===== src/rtl/imd_pkg.sv =====
// Constants and types for the input module diagnostic record
`default_nettype none
package imd_pkg;
  localparam int CLK_PERIOD_NS = 40;
  localparam int TICK_PERIOD_NS = 1000;
  localparam int TICK_CYCLES = TICK_PERIOD_NS / CLK_PERIOD_NS;
  localparam int NUM_CHANNELS = 2;
  localparam int IDX_W = 5;

  // Byte positions within the record
  localparam logic [4:0] OFS_MODULE_FLAGS_LO = 5'h00;
  localparam logic [4:0] OFS_MODULE_INFO = 5'h01;
  localparam logic [4:0] OFS_SPARE = 5'h02;
  localparam logic [4:0] OFS_MODULE_FLAGS_HI = 5'h03;
  localparam logic [4:0] OFS_CHANNEL_KIND = 5'h04;
  localparam logic [4:0] OFS_BITS_PER_CH = 5'h05;
  localparam logic [4:0] OFS_CHANNEL_COUNT = 5'h06;
  localparam logic [4:0] OFS_CHANNEL_FAULT = 5'h07;
  localparam logic [4:0] OFS_CH_SPARE_FIRST = 5'h08;
  localparam logic [4:0] OFS_CH_SPARE_LAST = 5'h0f;
  localparam logic [4:0] OFS_TIMESTAMP = 5'h10;
  localparam logic [4:0] OFS_TIMESTAMP_LAST = 5'h13;

  // Field positions and fixed values
  localparam int BIT_CHANNEL_ERROR = 3;
  localparam int BIT_BUF_OVERFLOW = 3;
  localparam int BIT_PROC_INT_LOST = 6;
  localparam logic [6:0] KIND_DIGITAL_INPUT = 7'h70;
  localparam logic [7:0] BITS_PER_CH_VALUE = 8'h00;
  localparam logic [7:0] MODULE_INFO_VALUE = 8'h1f;
  localparam logic [7:0] RESERVED_BYTE = 8'h00;

  typedef struct packed {
    logic procIntLost;
    logic bufOverflow;
    logic [NUM_CHANNELS-1:0] edgeLost;
  } imd_cond_t;

  typedef struct packed {
    logic en;
    logic [IDX_W-1:0] index;
  } imd_rd_req_t;

  typedef enum logic {IMD_IDLE, IMD_ACTIVE} imd_state_t;
endpackage
`default_nettype wire


===== src/rtl/imd_diag_record.sv =====
// Diagnostic record of a two-channel fast digital input module
`default_nettype none
module imd_diag_record #(
  parameter int TICK_CYCLES = imd_pkg::TICK_CYCLES
) (
  input wire logic clk,
  input wire logic rst_n,
  input wire imd_pkg::imd_cond_t cond,
  input wire logic diagEnable,
  input wire imd_pkg::imd_rd_req_t rdReq,
  output logic [7:0] rdData,
  output logic rdValid,
  input wire logic wrEn,
  input wire logic [imd_pkg::IDX_W-1:0] wrIndex,
  input wire logic [7:0] wrData,
  output logic wrAck,
  output logic diagIrq,
  output logic [31:0] usTicker
);
  localparam int DIV_W = $clog2(TICK_CYCLES + 1);
  localparam int NUM_CH = imd_pkg::NUM_CHANNELS;
  localparam int REC_W = 8;
  localparam int STAMP_BYTES = 4;
  localparam int LANE_W = $clog2(STAMP_BYTES);
  localparam int STAMP_SPAN =
    int'(imd_pkg::OFS_TIMESTAMP_LAST - imd_pkg::OFS_TIMESTAMP) + 1;

  // Refuse settings the record layout cannot serve
  if (TICK_CYCLES < 1)
  begin : gBadTick
    $error("TICK_CYCLES must be at least one");
  end
  if ((NUM_CH < 1) || (NUM_CH > REC_W))
  begin : gBadChannels
    $error("Channel count must fit in the fault byte");
  end
  if (STAMP_SPAN != STAMP_BYTES)
  begin : gBadStamp
    $error("Timestamp window must span four bytes");
  end

  // Microsecond enable divider; a pulse, not a second clock
  logic [DIV_W-1:0] div_r;
  logic [DIV_W-1:0] div_nxt;
  logic tick;
  logic [31:0] us_r;
  logic [31:0] us_nxt;

  always_comb
  begin
    tick = (div_r == DIV_W'(TICK_CYCLES - 1));
    if (tick)
    begin
      div_nxt = '0;
      us_nxt = us_r + 32'h0000_0001;
    end
    else
    begin
      div_nxt = div_r + DIV_W'(1);
      us_nxt = us_r;
    end
  end

  always_ff @(posedge clk)
  begin
    if (!rst_n)
    begin
      div_r <= '0;
      us_r <= '0;
    end
    else
    begin
      div_r <= div_nxt;
      us_r <= us_nxt;
    end
  end

  // Diagnostic state and captured record
  imd_pkg::imd_state_t state_r;
  imd_pkg::imd_state_t state_nxt;
  imd_pkg::imd_cond_t snap_r;
  imd_pkg::imd_cond_t snap_nxt;
  logic [31:0] stamp_r;
  logic [31:0] stamp_nxt;
  logic anyCond;

  always_comb
  begin
    anyCond = |cond;
    state_nxt = state_r;
    snap_nxt = snap_r;
    stamp_nxt = stamp_r;
    case (state_r)
      imd_pkg::IMD_IDLE:
      begin
        if (anyCond)
        begin
          state_nxt = imd_pkg::IMD_ACTIVE;
          snap_nxt = cond;
          stamp_nxt = us_r;
        end
      end
      imd_pkg::IMD_ACTIVE:
      begin
        // Frozen so the host reads one coherent event
        // Newer channel events are dropped meanwhile
        if (!anyCond)
        begin
          state_nxt = imd_pkg::IMD_IDLE;
          snap_nxt = '0;
          stamp_nxt = us_r;
        end
        else
        begin
          snap_nxt = snap_r;
        end
      end
      default:
      begin
        state_nxt = imd_pkg::IMD_IDLE;
        snap_nxt = '0;
      end
    endcase
  end

  always_ff @(posedge clk)
  begin
    if (!rst_n)
    begin
      state_r <= imd_pkg::IMD_IDLE;
      snap_r <= '0;
      stamp_r <= 32'h0000_0000;
    end
    else
    begin
      state_r <= state_nxt;
      snap_r <= snap_nxt;
      stamp_r <= stamp_nxt;
    end
  end

  // Channel fault byte, one lane per bit
  wire logic [REC_W-1:0] chFault;

  for (genvar ch = 0; ch < REC_W; ch++)
  begin : gChFault
    if (ch < NUM_CH)
    begin : gUsed
      assign chFault[ch] = snap_r.edgeLost[ch];
    end
    else
    begin : gSpare
      assign chFault[ch] = 1'b0;
    end
  end

  // Timestamp byte lanes, lowest byte first
  wire logic [REC_W-1:0] stampByte [STAMP_BYTES];

  for (genvar b = 0; b < STAMP_BYTES; b++)
  begin : gStampLane
    assign stampByte[b] = stamp_r[REC_W*b +: REC_W];
  end

  // Module flag bytes
  logic [7:0] flagsLo;
  logic [7:0] flagsHi;

  always_comb
  begin
    flagsLo = '0;
    flagsLo[imd_pkg::BIT_CHANNEL_ERROR] = |snap_r.edgeLost;
    flagsHi = '0;
    flagsHi[imd_pkg::BIT_BUF_OVERFLOW] = snap_r.bufOverflow;
    flagsHi[imd_pkg::BIT_PROC_INT_LOST] = snap_r.procIntLost;
  end

  // Byte read port; data holds until the next read
  logic [7:0] rdData_r;
  logic [7:0] rdData_nxt;
  logic rdValid_r;
  logic rdValid_nxt;
  logic [imd_pkg::IDX_W-1:0] tsOfs;
  logic inStamp;

  always_comb
  begin
    tsOfs = rdReq.index - imd_pkg::OFS_TIMESTAMP;
    inStamp = (rdReq.index >= imd_pkg::OFS_TIMESTAMP)
      && (rdReq.index <= imd_pkg::OFS_TIMESTAMP_LAST);
    rdValid_nxt = rdReq.en;
    rdData_nxt = rdData_r;
    if (rdReq.en && inStamp)
    begin
      rdData_nxt = stampByte[tsOfs[LANE_W-1:0]];
    end
    else if (rdReq.en)
    begin
      case (rdReq.index)
        imd_pkg::OFS_MODULE_FLAGS_LO:
        begin
          rdData_nxt = flagsLo;
        end
        imd_pkg::OFS_MODULE_INFO:
        begin
          rdData_nxt = imd_pkg::MODULE_INFO_VALUE;
        end
        imd_pkg::OFS_MODULE_FLAGS_HI:
        begin
          rdData_nxt = flagsHi;
        end
        imd_pkg::OFS_CHANNEL_KIND:
        begin
          rdData_nxt = {1'b0, imd_pkg::KIND_DIGITAL_INPUT};
        end
        imd_pkg::OFS_BITS_PER_CH:
        begin
          rdData_nxt = imd_pkg::BITS_PER_CH_VALUE;
        end
        imd_pkg::OFS_CHANNEL_COUNT:
        begin
          rdData_nxt = 8'(NUM_CH);
        end
        imd_pkg::OFS_CHANNEL_FAULT:
        begin
          rdData_nxt = chFault;
        end
        // Spare bytes and anything past the record read zero
        default:
        begin
          rdData_nxt = imd_pkg::RESERVED_BYTE;
        end
      endcase
    end
  end

  always_ff @(posedge clk)
  begin
    if (!rst_n)
    begin
      rdData_r <= '0;
      rdValid_r <= 1'b0;
    end
    else
    begin
      rdData_r <= rdData_nxt;
      rdValid_r <= rdValid_nxt;
    end
  end

  // Write port; the record is read-only, so writes only ack
  logic wrAck_r;
  logic wrAck_nxt;

  always_comb
  begin
    // Index and data are dropped on purpose
    wrAck_nxt = wrEn;
  end

  always_ff @(posedge clk)
  begin
    if (!rst_n)
    begin
      wrAck_r <= 1'b0;
    end
    else
    begin
      wrAck_r <= wrAck_nxt;
    end
  end

  // Interrupt follows the active state, gated by enable only
  logic irq_r;
  logic irq_nxt;

  always_comb
  begin
    irq_nxt = (state_nxt == imd_pkg::IMD_ACTIVE) && diagEnable;
  end

  always_ff @(posedge clk)
  begin
    if (!rst_n)
    begin
      irq_r <= 1'b0;
    end
    else
    begin
      irq_r <= irq_nxt;
    end
  end

  assign rdData = rdData_r;
  assign rdValid = rdValid_r;
  assign wrAck = wrAck_r;
  assign diagIrq = irq_r;
  assign usTicker = us_r;
endmodule
`default_nettype wire


===== config.mk =====
export PLATFORM = sky130hd
export DESIGN_NAME = imd_diag_record
export DESIGN_NICKNAME = d
export VERILOG_FILES = /design/src/rtl/imd_pkg.sv /design/src/rtl/imd_diag_record.sv
export SDC_FILE = /design/constraint.sdc
export NUM_CORES = 1
export LEC_CHECK = 0
export CAP_MARGIN = 20
export CELL_PAD_IN_SITES_DETAIL_PLACEMENT = 1
export CELL_PAD_IN_SITES_GLOBAL_PLACEMENT = 1
export CORE_MARGIN = 2
export CORE_UTILIZATION = 50
export DETAILED_ROUTE_END_ITERATION = 8
export DONT_BUFFER_PORTS = 1
export PLACE_DENSITY = 0.94
export REMOVE_ABC_BUFFERS = 1
export SYNTH_ARGS = -nofsm -noshare
export SYNTH_HDL_FRONTEND = slang
export SYNTH_SLANG_ARGS = --single-unit

===== constraint.sdc =====
create_clock -name clk -period 5.15 [get_ports clk]
set_input_delay 0.515 -clock clk [delete_from_list [all_inputs] [get_ports clk]]
set_output_delay 0.515 -clock clk [all_outputs]
set_load 0.03 [all_outputs]

## After elaboration in Yosys (flattened, before gate mapping)

Cells that the tools add are included.

| operators by class | value |
|---|---|
| add/sub/neg operators | 3 |
| order comparisons | 3 |
| equal/unequal tests | 8 |
| multiplexer cells | 13 |
| bitwise logic cells | 3 |
| reduce and logical (&&, ||, !) cells | 9 |

Operators by type and width:

| cell | count |
|---|---|
| $mux W32 | 2 |
| $pmux W32 S2 | 1 |
| $pmux W7 S6 | 1 |
| $add A32 B1 Y32 const B | 1 |
| $mux W8 | 4 |
| $bmux W8 S2 | 1 |
| $eq A5 B3 Y1 const B | 3 |
| $mux W4 | 2 |
| $pmux W4 S2 | 1 |
| $add A5 B1 Y5 const B | 1 |
| $eq A5 B1 Y1 const B | 1 |
| $eq A5 B2 Y1 const B | 1 |
| $eq A5 B5 Y1 const B | 1 |
| $ge A5 B5 Y1 const B | 1 |
| $le A5 B5 Y1 const B | 1 |
| $logic_not A5 Y1 | 1 |
| $ne A2 B2 Y1 const B | 2 |
| $reduce_or A2 Y1 | 2 |
| $reduce_or A4 Y1 | 1 |
| $ge A3 B3 Y1 const B | 1 |
| $logic_and A1 B1 Y1 | 3 |
| $not A2 Y3 | 1 |
| $not A1 Y1 | 2 |
| $reduce_and A2 Y1 | 1 |
| other kinds (3) | 3 |

| word-level totals | value |
|---|---|
| register bits | 85 |
| input port bits | 27 |
| word-level logic and storage cells | 50 |

## Longest topological paths before layout

| depth | value |
|---|---|
| depth in word-level cells | 6 |
| mapped depth | 8 |
| gate-level depth less buffers | 7 |

## Worst setup path after synthesis

OpenSTA, ideal clock, no wires.

| timing path | value |
|---|---|
| path type | register to register |
| from | register us_r[4], in the netlist usTicker[4] |
| to | register us_r[31], in the netlist usTicker[31] |
| arrival time | 1.813 ns |
| data required time | 5.080 ns |
| slack | 3.267 ns |
| cell stages (with the launch flop) | 7 |
| path buffers | 1 |
| clock period less this slack | 1.883 ns |
| cell sequence | dfxtp_1 -> nand4_1 -> nor4_4 -> buf_6 -> nand3_4 -> or3_1 -> a21oi_1 |

| between the ends | value |
|---|---|
| word-level cells in the longest chain between the ends | 1 |

RTL lines:

| what | line | text |
|---|---|---|
| start: declaration | imd_diag_record.sv:46 | `logic [31:0] us_r;` |
| start signal: assignment | imd_diag_record.sv:74 | `us_r <= us_nxt;` |
| $add A32 B1 Y32 | imd_diag_record.sv:55 | `us_nxt = us_r + 32'h0000_0001;` |

No other way between the ends.
A chain may end at the register's enable or synchronous reset.

## Worst setup path in the final report

| timing path | value |
|---|---|
| from | register us_r[5], in the netlist usTicker[5] |
| to | register us_r[29], in the netlist usTicker[29] |

The elaborated chain is that of the path after synthesis.

==> flow_summary.toml <==
[route]
wl_met3_um = 430
maxUsedRoutingLayer = "met4"
drt-wirelength-per-cell_um = 17.8
num_vias = 3076
drt_first_pass_iters = 4
drt_wirelength_um = 9460
drcViolationCount = 0
met2_wirelength_um = 4780
drt_iter0_drc = 261
met1_length_um = 4090
vias_per_cell = 5.78
drt_antenna_net_count = 0

[sta]
worst_clock_skew_ns = 0.0143
worst_pin_slew_ns = 0.781
slew_violations = 0
final.period_utilization_pct = 53.7
timing.max_slew.rel_slack_pct = 47.5
hold_viol = 0
tns_ns = 0
timing.fmax_ghz = 0.362
finalCriticalPeriod_ns = 2.76
grt_setup_unrepaired = "no"
setup_viol = 0

[pwr]
power_per_cell_area_mw_per_mm2 = 318
power.ir.vdd_worst_v = 0.000275
power_leakage_nw = 1.33

[floorplanning]
dieWidth_um = 89.9
ioPinCount = 70
fp.dieArea_mm2 = 0.00807
initial_utilization_pct = 51.1
num_rows = 31
height_of_the_die_um = 89.9
coreArea_mm2 = 0.00721

[finish]
finalCoreUtilization_pct = 54.8
final.fill_count = 880
design.final.nets = 458
p_r_area_growth_vs_syn_pct = 7.26
layout.cells.most_common_list = "sky130_fd_sc_hd__nand2_1, sky130_fd_sc_hd__dfxtp_1, sky130_fd_sc_hd__a21oi_1"
antenna-diode-count = 0
post_route_cells_drive_above_1_share_pct = 6.70

[cts]
clk_pin_slew_worst_paths_ns = 0.09
clk-insertion-delay-late_ns = 0.36
clk_root_buffer_cell = "sky130_fd_sc_hd__clkbuf_8"
clock_tree.htree_level_count = 3
post_cts_setup_buffer_count = 0
cts_num_sinks = 85
cts-hold-fix-buffers = 0
cts_tree = "built"
tritoncts.num_buffers = 9
cts_resized = 0
cts_max_path_buffers = 2

[synth]
async_flop_share_pct = 0
synth-seq-cells = 85
number_of_synthesized_flops_with_an_enable_pin = 0
synthCells = 435
yosysSeqAreaShare_pct = 46.2
synth_area_mm2 = 0.00369
yosys.area.top_type = "sky130_fd_sc_hd__dfxtp_1"
synth_top_area_share_pct = 46.2
synth_warnings = 0
synthFlopType = "sky130_fd_sc_hd__dfxtp_1"
post_synth_num_cell_types = 37
syn_area_per_cell_um2 = 8.47
netlist_top_cells_area = "sky130_fd_sc_hd__dfxtp_1, sky130_fd_sc_hd__nand2_1, sky130_fd_sc_hd__a21oi_1"

[setup_path]
worst_path_cell_with_the_longest_stage_delay = "sky130_fd_sc_hd__nor4_4"
critical_path.cell_chain = "nand4_1, nor4_4, nand4_1, or3_1, a21oi_1"
critical_path.most_common_cell = "sky130_fd_sc_hd__nand4_1"
critPathRequiredTime_ns = 5.43
reg2reg_from = "usTicker[5]"
critical_path.startpoint = "usTicker[5]"
end_kind = "flip-flop"
critPathKind = "flip-flop to flip-flop"
worst-path-max-fanout = 12
crit_path_start_kind = "flip-flop"
cp.arrival_ns = 3.04
r2r.worst_path.cells = 5
timing.critical_path.slowest_cell_delay_ns = 0.72

[global_route]
grt_pass1_wl_um = 16200
global_route.usage.total_pct = 24.6
vias_in_the_first_global_route = 3304
grt_antenna_before_repair = 0
overflow = 0
grt_max_degree = 72

[placement]
io_buffers = 0
finalWeightedCongestion = 0.847
place_hpwl_um = 6360

[outcome]
run_status = "completed"

[flow_run]
max_cap_viol = 0

[worst_hold_path]
hold_crit_depth = 1
min-delay-path-class = "input port to flip-flop"
hold_path_start = "rdReq[5]"
-- area by class of cell --
type / instances / area [um2] / area share, %
clock buffer: 11 / 131 / 3.32
clock inverter: 5 / 85.1 / 2.15
inverter: 6 / 22.5 / 0.570
multi-input combinational: 323 / 1870 / 47.2
sequential: 85 / 1700 / 43.0
tap: 99 / 124 / 3.13
timing repair buffer: 3 / 22.5 / 0.570
-- registers in the layout (all words and copies together), names as in the netlist --
name and flops:
stamp_r 32, usTicker 32, rdData 8, div_r 5
chFault 2, flagsHi 2, diagIrq 1, rdValid 1
state_r 1, wrAck 1
-- Yosys cell counts, types with 2 or more instances --
cell                        n
sky130_fd_sc_hd__nor4_4     2
sky130_fd_sc_hd__a21oi_1   54
sky130_fd_sc_hd__nand2b_1   3
sky130_fd_sc_hd__nor2_1    39
sky130_fd_sc_hd__and4_1     6
sky130_fd_sc_hd__nor3_1     2
sky130_fd_sc_hd__inv_1      5
sky130_fd_sc_hd__nor2b_1    6
sky130_fd_sc_hd__nand2_1   85
sky130_fd_sc_hd__nand3b_1   2
sky130_fd_sc_hd__and2_1     8
sky130_fd_sc_hd__nand3_1   16
sky130_fd_sc_hd__clkbuf_1  16
sky130_fd_sc_hd__xnor2_1    8
sky130_fd_sc_hd__a22oi_1    3
sky130_fd_sc_hd__mux2i_1    2
sky130_fd_sc_hd__xor2_1    19
sky130_fd_sc_hd__and3_1     4
sky130_fd_sc_hd__buf_6      4
sky130_fd_sc_hd__mux4_2     4
sky130_fd_sc_hd__dfxtp_1   85
sky130_fd_sc_hd__ha_1       3
sky130_fd_sc_hd__nand4_1   16
sky130_fd_sc_hd__o21ai_0   21
sky130_fd_sc_hd__or3_1     10
-- path summary, 6_finish.rpt --
check,endpoint,slack [ns]
setup / recovery,usTicker[29],2.39
hold / removal,rdData[4],0.23
setup reg to reg,usTicker[29],2.39
hold reg to reg,stamp_r[15],0.46
-- logic make-up after synthesis --
kind of cell             synth area share, %
AND/OR/NAND/NOR                         28.1
multiplexers                            2.99
AO/OA/AOI/OAI                           11.7
XOR/XNOR                                6.42
flip-flops                              46.2
adder cells (fa/ha/maj)                 1.02
buffers and inverters                   3.60
-- critical path, delay by kind of cell, from the launching register on --
family | cells | cell delay (ns)
compound gates | 1 | 0.15
flops | 1 | 0.64
simple gates | 4 | 1.89
-- report_power, final --
group	switching, mW	leakage, nW	internal, mW
Clock	0.249	0.104	0.275
Combinational	0.0364	0.539	0.0178
Sequential	0.0129	0.688	0.664
-- stage by stage --
step	power [mW]	cells	hold WS [ns]	worst slack, ns	instance area [um2]
finish	1.26	532	0.230	2.39	3950
global route	1.29	532	0.220	2.06	3950
CTS	1.26	532	0.222	2.39	3950
detailed placement	0.746	516	0.446	2.41	3740
global placement	0.744	516	0.441	2.48	3740
floorplan	0.728	414	0.430	2.66	3580
-- layer usage --
layer / global-route usage (%) / vias up
met2: 43.9 / 61
met4: 7.82 / 0
met1: 29.9 / 1523
met3: 5.20 / 15
li1: - / 1477
met5: 0 / -
(Power assumes the default switching activity.)
